## src/verilog/motion_pkg.sv

```systemverilog
// ==========================================================
// Notes on behaviour
// - Handset test command toggles walk test when enabled
// - Handset test ends download-entered walk test
// - Leaving walk test resets units, sends ends
// - Supply-loss reset clears walk test
// - LED on in walk test, optionally motion
// - LED shows all sectors, brightness ignored
// - Up to five independent evaluation units
// - Each unit drives at most two outputs
// - First unit always enabled, others configurable
// - Corridor start only below twilight, optional delay
// - Corridor end after 10 s plus extra
// - Brightness-independent twilight: every motion starts
// - Twilight replaceable by teach or bus value
// - Presence: above switch-off, end after delay
// - Presence end after 10 s plus extra
// - Presence: mid-band motion gives no switch-on
// - Corridor output switchable while disabled or manual
// - Walk test: no processing, no telegrams
package motion_pkg;

	// ==========================================================
	// Timing
	localparam int unsigned CLK_HZ = 200_000_000;
	localparam int unsigned TICK_MS = 1000;
	localparam int unsigned TICK_CYCLES = CLK_HZ / 1000 * TICK_MS;
	localparam int unsigned BASE_DELAY_S = 10;
	localparam int unsigned UNIT_COUNT = 5;
	localparam int unsigned SECTOR_COUNT = 3;
	localparam int unsigned DELAY_W = 16;
	localparam int unsigned BRIGHT_W = 16;

	// ==========================================================
	// Configuration encodings
	typedef enum logic [1:0] {
		APP_CORRIDOR = 2'h0,
		APP_PRESENCE = 2'h1,
		APP_ALERT = 2'h2
	} app_e;

	typedef enum logic [1:0] {
		ST_IDLE = 2'h0,
		ST_EVAL = 2'h1,
		ST_ACTIVE = 2'h3,
		ST_HOLD = 2'h2
	} unit_state_e;

	typedef struct packed {
		logic enable;
		app_e app;
		logic bright_indep;
		logic [1:0] out_enable;
		logic [DELAY_W-1:0] eval_delay_s;
		logic [DELAY_W-1:0] extra_delay_s;
		logic [DELAY_W-1:0] off_delay_s;
		logic use_off_delay;
		logic [BRIGHT_W-1:0] twilight_cfg;
		logic [BRIGHT_W-1:0] off_bright;
		logic [SECTOR_COUNT-1:0] sectors;
	} unit_cfg_s;

	typedef struct packed {
		logic start;
		logic stop;
		logic [1:0] objects;
	} telegram_s;

endpackage : motion_pkg

```

## src/verilog/second_tick.sv

```systemverilog
`timescale 1ns/1ps
// ==========================================================
// Divider giving a one-cycle pulse per time-base period
module second_tick #(
	parameter int unsigned CYCLES = motion_pkg::TICK_CYCLES
) (
	input wire logic ref_clk_in,
	input wire logic nrst_in,
	output logic tick_out
);
	import motion_pkg::*;

	logic [31:0] count_reg;
	wire logic wrap = (count_reg == 32'(CYCLES - 1));

	// Free-running count; tick ends each period
	always_ff @(posedge ref_clk_in or negedge nrst_in) begin
		if (!nrst_in) begin
			count_reg <= 32'h0;
			tick_out <= 1'b0;
		end else begin
			count_reg <= wrap ? 32'h0 : count_reg + 32'h1;
			tick_out <= wrap;
		end
	end

endmodule : second_tick

```

## src/verilog/motion_eval_unit.sv

```systemverilog
`timescale 1ns/1ps
// ==========================================================
// One evaluation unit: corridor or presence behaviour
module motion_eval_unit (
	input wire logic ref_clk_in,
	input wire logic nrst_in,
	input wire logic tick_in,
	input motion_pkg::unit_cfg_s cfg_in,
	input wire logic force_en_in,
	input wire logic motion_in,
	input wire logic [motion_pkg::BRIGHT_W-1:0] bright_in,
	input wire logic [motion_pkg::BRIGHT_W-1:0] twilight_in,
	input wire logic hold_in,
	input wire logic abort_in,
	input wire logic manual_on_in,
	input wire logic manual_off_in,
	output motion_pkg::telegram_s tel_out,
	output logic active_out
);
	import motion_pkg::*;

	unit_state_e state_reg;
	logic [DELAY_W:0] timer_reg;
	logic bright_off_reg;

	// ==========================================================
	// Decode
	wire logic enabled = cfg_in.enable | force_en_in;
	wire logic is_presence = (cfg_in.app == APP_PRESENCE);
	wire logic dark = cfg_in.bright_indep | (bright_in < twilight_in);
	wire logic too_bright = !cfg_in.bright_indep &&
		(bright_in > cfg_in.off_bright);
	wire logic [DELAY_W:0] end_delay =
		(DELAY_W+1)'(BASE_DELAY_S) + {1'b0, cfg_in.extra_delay_s};
	wire logic [DELAY_W:0] off_delay = cfg_in.use_off_delay ?
		{1'b0, cfg_in.off_delay_s} : end_delay;
	wire logic timer_done = (timer_reg == '0);
	// Manual path works even when disabled
	wire logic man_on = manual_on_in && (state_reg == ST_IDLE);
	wire logic man_off = manual_off_in && (state_reg != ST_IDLE);
	wire logic run = enabled && !hold_in;
	// Motion retriggers only while no brightness switch-off is pending
	wire logic retrig = motion_in && !bright_off_reg;

	// Corridor and presence state machine and timers
	always_ff @(posedge ref_clk_in or negedge nrst_in) begin
		if (!nrst_in) begin
			state_reg <= ST_IDLE;
			timer_reg <= '0;
			bright_off_reg <= 1'b0;
			tel_out <= '0;
		end else begin
			tel_out.start <= 1'b0;
			tel_out.stop <= 1'b0;
			tel_out.objects <= cfg_in.out_enable;
			if (abort_in) begin
				// Back to basic state with end telegram
				if (state_reg != ST_IDLE)
					tel_out.stop <= 1'b1;
				state_reg <= ST_IDLE;
				timer_reg <= '0;
				bright_off_reg <= 1'b0;
			end else if (man_off) begin
				tel_out.stop <= 1'b1;
				state_reg <= ST_IDLE;
				bright_off_reg <= 1'b0;
			end else if (man_on) begin
				tel_out.start <= 1'b1;
				state_reg <= ST_HOLD;
				timer_reg <= end_delay;
			end else if (run) begin
				case (state_reg)
				ST_IDLE: begin
					if (motion_in && dark) begin
						state_reg <= ST_EVAL;
						timer_reg <= {1'b0, cfg_in.eval_delay_s};
					end
				end
				ST_EVAL: begin
					if (timer_done) begin
						tel_out.start <= 1'b1;
						state_reg <= ST_ACTIVE;
						timer_reg <= end_delay;
					end else if (tick_in) begin
						timer_reg <= timer_reg - 1'b1;
					end
				end
				ST_ACTIVE, ST_HOLD: begin
					// Corridor ignores brightness once on
					if (is_presence && too_bright && !bright_off_reg) begin
						bright_off_reg <= 1'b1;
						timer_reg <= off_delay;
					end else if (retrig) begin
						timer_reg <= end_delay;
						state_reg <= ST_ACTIVE;
					end else if (timer_done) begin
						tel_out.stop <= 1'b1;
						state_reg <= ST_IDLE;
						bright_off_reg <= 1'b0;
					end else if (tick_in) begin
						timer_reg <= timer_reg - 1'b1;
					end
				end
				default: state_reg <= ST_IDLE;
				endcase
			end
		end
	end

	assign active_out = (state_reg == ST_ACTIVE) || (state_reg == ST_HOLD);

endmodule : motion_eval_unit

```

## src/verilog/motion_detect.sv

```systemverilog
// The address map and the address-and-strobe port were decided locally.
`timescale 1ns/1ps
// ==========================================================
// Top: walk test, LED, five evaluation units, register port
module motion_detect #(
	parameter int unsigned TICK_LEN = motion_pkg::TICK_CYCLES
) (
	input wire logic ref_clk_in,
	input wire logic nrst_in,
	input wire logic [motion_pkg::SECTOR_COUNT-1:0] pir_in,
	input wire logic [motion_pkg::BRIGHT_W-1:0] bright_in,
	input wire logic handset_test_in,
	input wire logic download_done_in,
	input wire logic [motion_pkg::UNIT_COUNT-1:0] manual_on_in,
	input wire logic [motion_pkg::UNIT_COUNT-1:0] manual_off_in,
	input wire logic [motion_pkg::UNIT_COUNT-1:0] teach_in,
	input wire logic [motion_pkg::UNIT_COUNT-1:0] bus_twilight_we_in,
	input wire logic [motion_pkg::BRIGHT_W-1:0] bus_twilight_in,
	input wire logic [7:0] addr_in,
	input wire logic [31:0] wdata_in,
	input wire logic wr_in,
	input wire logic rd_in,
	output logic [31:0] rdata_out,
	output logic led_out,
	output motion_pkg::telegram_s [motion_pkg::UNIT_COUNT-1:0] tel_out
);
	import motion_pkg::*;

	// ==========================================================
	// Register map
	localparam logic [7:0] A_CTRL = 8'h00;
	localparam logic [7:0] A_STATUS = 8'h04;
	localparam logic [7:0] A_UNIT0 = 8'h10;
	localparam logic [7:0] A_UNIT_STRIDE = 8'h10;
	localparam int unsigned CTRL_HANDSET = 0;
	localparam int unsigned CTRL_TESTBTN = 1;
	localparam int unsigned CTRL_LED_NORMAL = 2;
	localparam int unsigned CTRL_WALK_DL = 3;

	// ==========================================================
	// Pin synchronisers
	logic [SECTOR_COUNT-1:0] pir_meta_reg, pir_reg;
	logic test_meta_reg, test_reg, test_prev_reg;
	logic dl_meta_reg, dl_reg, dl_prev_reg;
	logic [BRIGHT_W-1:0] br_meta_reg, br_reg;

	always_ff @(posedge ref_clk_in or negedge nrst_in) begin
		if (!nrst_in) begin
			pir_meta_reg <= '0;
			pir_reg <= '0;
			{test_meta_reg, test_reg, test_prev_reg} <= 3'h0;
			{dl_meta_reg, dl_reg, dl_prev_reg} <= 3'h0;
			br_meta_reg <= '0;
			br_reg <= '0;
		end else begin
			pir_meta_reg <= pir_in;
			pir_reg <= pir_meta_reg;
			{test_reg, test_meta_reg} <= {test_meta_reg, handset_test_in};
			test_prev_reg <= test_reg;
			{dl_reg, dl_meta_reg} <= {dl_meta_reg, download_done_in};
			dl_prev_reg <= dl_reg;
			br_meta_reg <= bright_in;
			br_reg <= br_meta_reg;
		end
	end

	// ==========================================================
	// Configuration registers
	logic [3:0] ctrl_reg;
	unit_cfg_s cfg_reg [UNIT_COUNT];
	logic [BRIGHT_W-1:0] twilight_reg [UNIT_COUNT];
	logic walk_reg;

	wire logic test_cmd = test_reg && !test_prev_reg &&
		ctrl_reg[CTRL_HANDSET] && ctrl_reg[CTRL_TESTBTN];
	wire logic dl_cmd = dl_reg && !dl_prev_reg && ctrl_reg[CTRL_WALK_DL];
	wire logic walk_exit = walk_reg && test_cmd;
	wire logic [3:0] unit_sel = 4'(addr_in[7:4] - 4'h1);
	wire logic [1:0] field_sel = addr_in[3:2];
	wire logic unit_hit = (addr_in >= A_UNIT0) &&
		(unit_sel < 4'(UNIT_COUNT));

	// Function: pack words of a unit's configuration
	function automatic logic [31:0] cfg_word(input unit_cfg_s c,
		input logic [1:0] f);
		case (f)
		2'h0: cfg_word = {15'h0, c.sectors, c.use_off_delay,
			c.out_enable, c.bright_indep, c.app, c.enable,
			7'h0}; // Low bits unused
		2'h1: cfg_word = {c.eval_delay_s, c.extra_delay_s};
		2'h2: cfg_word = {c.off_delay_s, c.off_bright};
		default: cfg_word = {16'h0, c.twilight_cfg};
		endcase
	endfunction : cfg_word

	// Walk-test mode; reset (supply loss) clears it
	always_ff @(posedge ref_clk_in or negedge nrst_in) begin
		if (!nrst_in)
			walk_reg <= 1'b0;
		else if (test_cmd)
			walk_reg <= !walk_reg;
		else if (dl_cmd)
			walk_reg <= 1'b1;
	end

	// Register writes; twilight replaceable at run time
	always_ff @(posedge ref_clk_in or negedge nrst_in) begin
		if (!nrst_in) begin
			ctrl_reg <= 4'h0;
			for (int i = 0; i < UNIT_COUNT; i++) begin
				cfg_reg[i] <= '0;
				twilight_reg[i] <= '0;
			end
		end else begin
			if (wr_in && addr_in == A_CTRL)
				ctrl_reg <= wdata_in[3:0];
			for (int i = 0; i < UNIT_COUNT; i++) begin
				if (wr_in && unit_hit && unit_sel == 4'(i)) begin
					case (field_sel)
					2'h0: begin
						cfg_reg[i].sectors <= wdata_in[16:14];
						cfg_reg[i].use_off_delay <= wdata_in[13];
						cfg_reg[i].out_enable <= wdata_in[12:11];
						cfg_reg[i].bright_indep <= wdata_in[10];
						cfg_reg[i].app <= app_e'(wdata_in[9:8]);
						cfg_reg[i].enable <= wdata_in[7];
					end
					2'h1: begin
						cfg_reg[i].eval_delay_s <= wdata_in[31:16];
						cfg_reg[i].extra_delay_s <= wdata_in[15:0];
					end
					2'h2: begin
						cfg_reg[i].off_delay_s <= wdata_in[31:16];
						cfg_reg[i].off_bright <= wdata_in[15:0];
					end
					default: begin
						cfg_reg[i].twilight_cfg <= wdata_in[15:0];
						twilight_reg[i] <= wdata_in[15:0];
					end
					endcase
				end else if (teach_in[i]) begin
					twilight_reg[i] <= br_reg;
				end else if (bus_twilight_we_in[i]) begin
					twilight_reg[i] <= bus_twilight_in;
				end
			end
		end
	end

	// ==========================================================
	// Time base and units
	logic tick;
	logic [UNIT_COUNT-1:0] active;

	second_tick #(
		.CYCLES(TICK_LEN)
	) u_tick (
		.ref_clk_in(ref_clk_in),
		.nrst_in(nrst_in),
		.tick_out(tick)
	);

	// Units run independently; walk test holds them
	for (genvar g = 0; g < UNIT_COUNT; g++) begin : g_unit
		wire logic unit_motion = |(pir_reg & cfg_reg[g].sectors);
		motion_eval_unit u_unit (
			.ref_clk_in(ref_clk_in),
			.nrst_in(nrst_in),
			.tick_in(tick),
			.cfg_in(cfg_reg[g]),
			.force_en_in(g == 0),
			.motion_in(unit_motion),
			.bright_in(br_reg),
			.twilight_in(twilight_reg[g]),
			.hold_in(walk_reg),
			.abort_in(walk_exit),
			.manual_on_in(manual_on_in[g] && !walk_reg),
			.manual_off_in(manual_off_in[g] && !walk_reg),
			.tel_out(tel_out[g]),
			.active_out(active[g])
		);
	end

	// ==========================================================
	// LED: any sector, brightness ignored
	wire logic any_motion = |pir_reg;
	always_ff @(posedge ref_clk_in or negedge nrst_in) begin
		if (!nrst_in)
			led_out <= 1'b0;
		else
			led_out <= walk_reg ||
				(ctrl_reg[CTRL_LED_NORMAL] && any_motion);
	end

	// ==========================================================
	// Read port: data one cycle after strobe
	logic [31:0] rd_mux;
	always_comb begin
		rd_mux = 32'h0;
		if (addr_in == A_CTRL)
			rd_mux = {28'h0, ctrl_reg};
		else if (addr_in == A_STATUS)
			rd_mux = {22'h0, pir_reg, active, walk_reg, led_out};
		else if (unit_hit)
			for (int i = 0; i < UNIT_COUNT; i++)
				if (unit_sel == 4'(i))
					rd_mux = (field_sel == 2'h3) ?
						{16'h0, twilight_reg[i]} :
						cfg_word(cfg_reg[i], field_sel);
	end

	always_ff @(posedge ref_clk_in or negedge nrst_in) begin
		if (!nrst_in)
			rdata_out <= 32'h0;
		else if (rd_in)
			rdata_out <= rd_mux;
		else
			rdata_out <= 32'h0;
	end

endmodule : motion_detect

```

## config.mk

```make
export PLATFORM = sky130hd
export DESIGN_NAME = motion_detect
export DESIGN_NICKNAME = d
export VERILOG_FILES = /design/src/verilog/motion_pkg.sv /design/src/verilog/second_tick.sv /design/src/verilog/motion_eval_unit.sv /design/src/verilog/motion_detect.sv
export SDC_FILE = /design/constraint.sdc
export NUM_CORES = 2
export LEC_CHECK = 0
export ABC_AREA = 1
export BUFFER_PORTS_ARGS = -buffer_cell sky130_fd_sc_hd__buf_2
export CAP_MARGIN = 0
export CORE_UTILIZATION = 35
export DETAILED_ROUTE_END_ITERATION = 8
export SLEW_MARGIN = 10
export SYNTH_ARGS = -nofsm -noshare
export SYNTH_HDL_FRONTEND = slang
export SYNTH_SLANG_ARGS = --single-unit
```

## constraint.sdc

```tcl
create_clock -name ref_clk_in -period 2.4 [get_ports ref_clk_in]
set_input_delay 0.48 -clock ref_clk_in [delete_from_list [all_inputs] [get_ports ref_clk_in]]
set_output_delay 0.48 -clock ref_clk_in [all_outputs]
set_load 0.05 [all_outputs]
```

==> flow_summary_export.csv <==
group,metric,value,unit
finish,final_core_util,46.47,%
placement,place_congestion,1.021,
power_and_ir_drop,power.density,805.4,nW/um2
power_and_ir_drop,p_sw_share,41.35,%
clock_tree,clk_pin_slew,0.06,ns
power_and_ir_drop,p_int,27.64,mW
worst_hold_path,hp-class,"in -> reg",
sta,period_share,104.7,%
sta,report.final.slew_viol_count,0,
power_and_ir_drop,vdd_drop_max,563.3,uV
power_and_ir_drop,p_leak,28.17,nW
setup_path,crit_buf_inv,5,
sta,rsz0062_at_grt,"yes",
grt,grt_pass1_vias,45360,
finish,nNetsFinal,7457,
power_and_ir_drop,power_switching,19.48,mW
setup_path,slowest_stage,"dfrtp_2",
clock_tree,cts_made_buffers,86,
yosys,yosysUniqueCellTypes,61,
yosys,synth_warnings,0,
sta,fmax,0.3980,GHz
finish,layout-drive-gt1-share,20.84,%
setup_path,cp-start-kind,"register",
yosys,yosysSeqAreaShare,38.52,%
routing,ant_nets,0,
routing,vias_per_cell,5.602,
yosys,syn_nets,6744,
setup_path,arrival,3.15,ns
finish,final_cell_mix,"nand2_1, o21ai_0, dfrtp_1",
setup_path,criticalPathCategory,"reg -> reg",
sta,min_period,2.513,ns
grt,overflow,0,
finish,largest_reg_flops,370,
yosys,ys.flop_type,"dfrtp_1",
clock_tree,cts_tree,"done",
routing,route.detailed.drc,0,
floorplan,die_x,358.6,um
yosys,postSynth.asyncResetShare,100.0,%
power_and_ir_drop,seqPwrFrac,30.9,%
grt,antenna_found_initial,9,
sta,setup_viol,47,
floorplan,die_area,128600,um2
setup_path,r2r_cells,18,
clock_tree,clock_path_buffers,3,
yosys,postSynthCellCount,6477,
worst_hold_path,hold_path_depth,3,
floorplan,ios,154,
sta,fin_skew,0.03638,ns
grt,grt_max_degree,71,
setup_path,crit_family,"simple AND/OR/NAND/NOR gates",
setup_path,crit_required,3.03,ns
power_and_ir_drop,power,47.12,mW
grt,grt_first_pass_wirelength,314.0,mm
finish,fillers,12680,
yosys,ys_seq_elements,685,
routing,drt_iter0_markers,6584,
clock_tree,clkLatencyLatePin,0.71,ns
sta,layout_setup_ws,-0.1126,ns
sta,max_slew_margin,14.94,%
yosys,synth-edff-count,0,
routing,wl,221.3,mm
routing,via_count,49880,
grt,track_usage,33.56,%
yosys,syn-cell-area,44500,um2
finish,layout_commonest_cell,"nand2_1",
floorplan,core-area,125900,um2
setup_path,worstPathCellList,"buf_12 -> ha_4 -> nand2_4 -> nor2_4 -> nand3_4 -> nor2_4 -> nand2_2 -> nand3_2 -> nand2_2 -> buf_12 -> nand3_2 -> nand2_2 -> inv_4 -> nand3_4 -> inv_4 -> buf_12 -> nand2_1 -> o21ai_1",
routing,first_pass_iters,7,
clock_tree,clock-sinks,685,
floorplan,initial_core_util,35.34,%
flow_run,drv_cap,0,
sta,hold_violations,0,
run_status,status,"complete, but fails checks",
clock_tree,root_buffer,"clkbuf_16",
placement,detailed_place_hpwl,168.1,mm
setup_path,crit_path_max_fanout,6,
setup_path,slowest_delay,0.44,ns
finish,area_growth,31.48,%
setup_path,critPathCaptureType,"register",
floorplan,dieHeight,358.6,um
clock_tree,htreeDepth,3,
routing,wire_per_inst,24.86,um
run_status,violations,"negative setup slack",
power_and_ir_drop,clkPwrFrac,28.9,%
placement,portBuffers,153,
sta,worst_slew_pin_slew,1.274,ns
power_and_ir_drop,comb_power_share,40.2,%
floorplan,num_rows,130,
setup_path,worstSetupPathDepth,18,
yosys,synth_area_per_cell,6.870,um2
synthesized netlist by cell type (10+ instances only):
cell / n / area, um2
a211oi_1: 17 / 127.6
a21oi_1: 324 / 1622
a221oi_1: 26 / 227.7
a31oi_1: 13 / 81.33
buf_1: 16 / 60.06
buf_2: 71 / 355.3
buf_4: 10 / 75.07
clkbuf_1: 212 / 795.8
dfrtp_1: 685 / 17140
ha_1: 166 / 2077
inv_1: 659 / 2474
inv_2: 25 / 93.84
nand2_1: 2100 / 7883
nand3_1: 348 / 1742
nand4_1: 58 / 362.9
nor2_1: 381 / 1430
nor2_2: 15 / 93.84
nor3_1: 61 / 305.3
o211ai_1: 101 / 758.2
o21a_1: 14 / 105.1
o21ai_0: 876 / 4384
o21ai_1: 15 / 75.07
o221ai_1: 40 / 350.3
o22ai_1: 63 / 394.1
o31ai_1: 10 / 75.07
or2_2: 14 / 87.58
xnor2_1: 11 / 96.34
xor2_1: 45 / 394.1
metal layers:
layer,GRT usage (%),share of wire [%]
met5,0,0.012
met4,13.10,4.5
met3,7.670,11
met2,48.57,42
met1,48.09,43
repair_timing:
item                       CTS  global route
hold endpoints to repair    83             0
hold buffers                26             0
resized for setup          186           408
buffers inserted            22            26
gates cloned                 6             9
setup endpoints to repair  104           107
pin swaps                   75           166
power by group through the flow:
stage	Combinational, mW	Sequential (mW)	Clock [mW]
after floorplan	9.81	14.5	0
after global placement	16.5	14.7	0
after detailed placement	16.6	14.7	0
after CTS	17.2	14.5	13.7
after global routing	20.7	14.7	14.2
final	19.0	14.6	13.6
final timing paths:
check	end	startpoint	slack, ns
worst max-delay path	g_unit[3].u_unit.timer_reg[11]	br_reg[15]	-0.11
worst min-delay path	cfg_reg[162]	wdata_in[20]	0.05
worst max register to register	g_unit[3].u_unit.timer_reg[11]	br_reg[15]	-0.11
worst min register to register	br_reg[14]	br_meta_reg[14]	0.34
max in group asynchronous	g_unit[4].u_unit.timer_reg[12]	nrst_in	1.16
min in group asynchronous	cfg_reg[188]	nrst_in	0.27
cell families after synthesis:
kind of cell	after synthesis	synth area share [%]
simple gates	3032	27.80
fa+ha+maj	166	4.668
buf+inv	1004	8.787
compound gates	1530	19.03
flops	685	38.52
mux	4	0.09560
xor+xnor	56	1.102
worst register-to-register path, stage by stage, from the launching register on:
cell and delay [ns]:
dfrtp_2 0.44, buf_12 0.17, ha_4 0.29, nand2_4 0.05
nor2_4 0.14, nand3_4 0.11, nor2_4 0.12, nand2_2 0.07
nand3_2 0.09, nand2_2 0.08, buf_12 0.16, nand3_2 0.09
nand2_2 0.08, inv_4 0.09, nand3_4 0.09, inv_4 0.09
buf_12 0.13, nand2_1 0.09, o21ai_1 0.08
stage by stage:
stage | cell area, um2 | cells | hold slack, ns | setup slack (ns) | TNS (ns)
4_1_cts | 56430 | 8868 | 0.0009520 | -0.03688 | -0.1291
3_5_place_dp | 52240 | 8665 | 0.3371 | -0.3870 | -27.20
2_1_floorplan | 44500 | 6477 | 0.1844 | 0.1270 | 0
5_1_grt | 58500 | 8901 | 0.03030 | -0.2065 | -10.23
6_report | 58500 | 8904 | 0.05006 | -0.1126 | -1.998
3_3_place_gp | 52240 | 8665 | 0.3332 | -0.3790 | -22.88
cell type report:
cell class / count / area, um2 / share of cell area, %
timing repair buffer: 934 / 8210 / 14.03
antenna: 3 / 7.507 / 0.01283
tap: 1650 / 2064 / 3.529
clock inverter: 33 / 370.4 / 0.6330
multi-input combinational: 4788 / 25530 / 43.63
sequential: 685 / 17160 / 29.33
timing repair inverter: 2 / 18.77 / 0.03208
inverter: 693 / 2669 / 4.562
clock buffer: 116 / 2476 / 4.232
(Power assumes the default switching activity.)
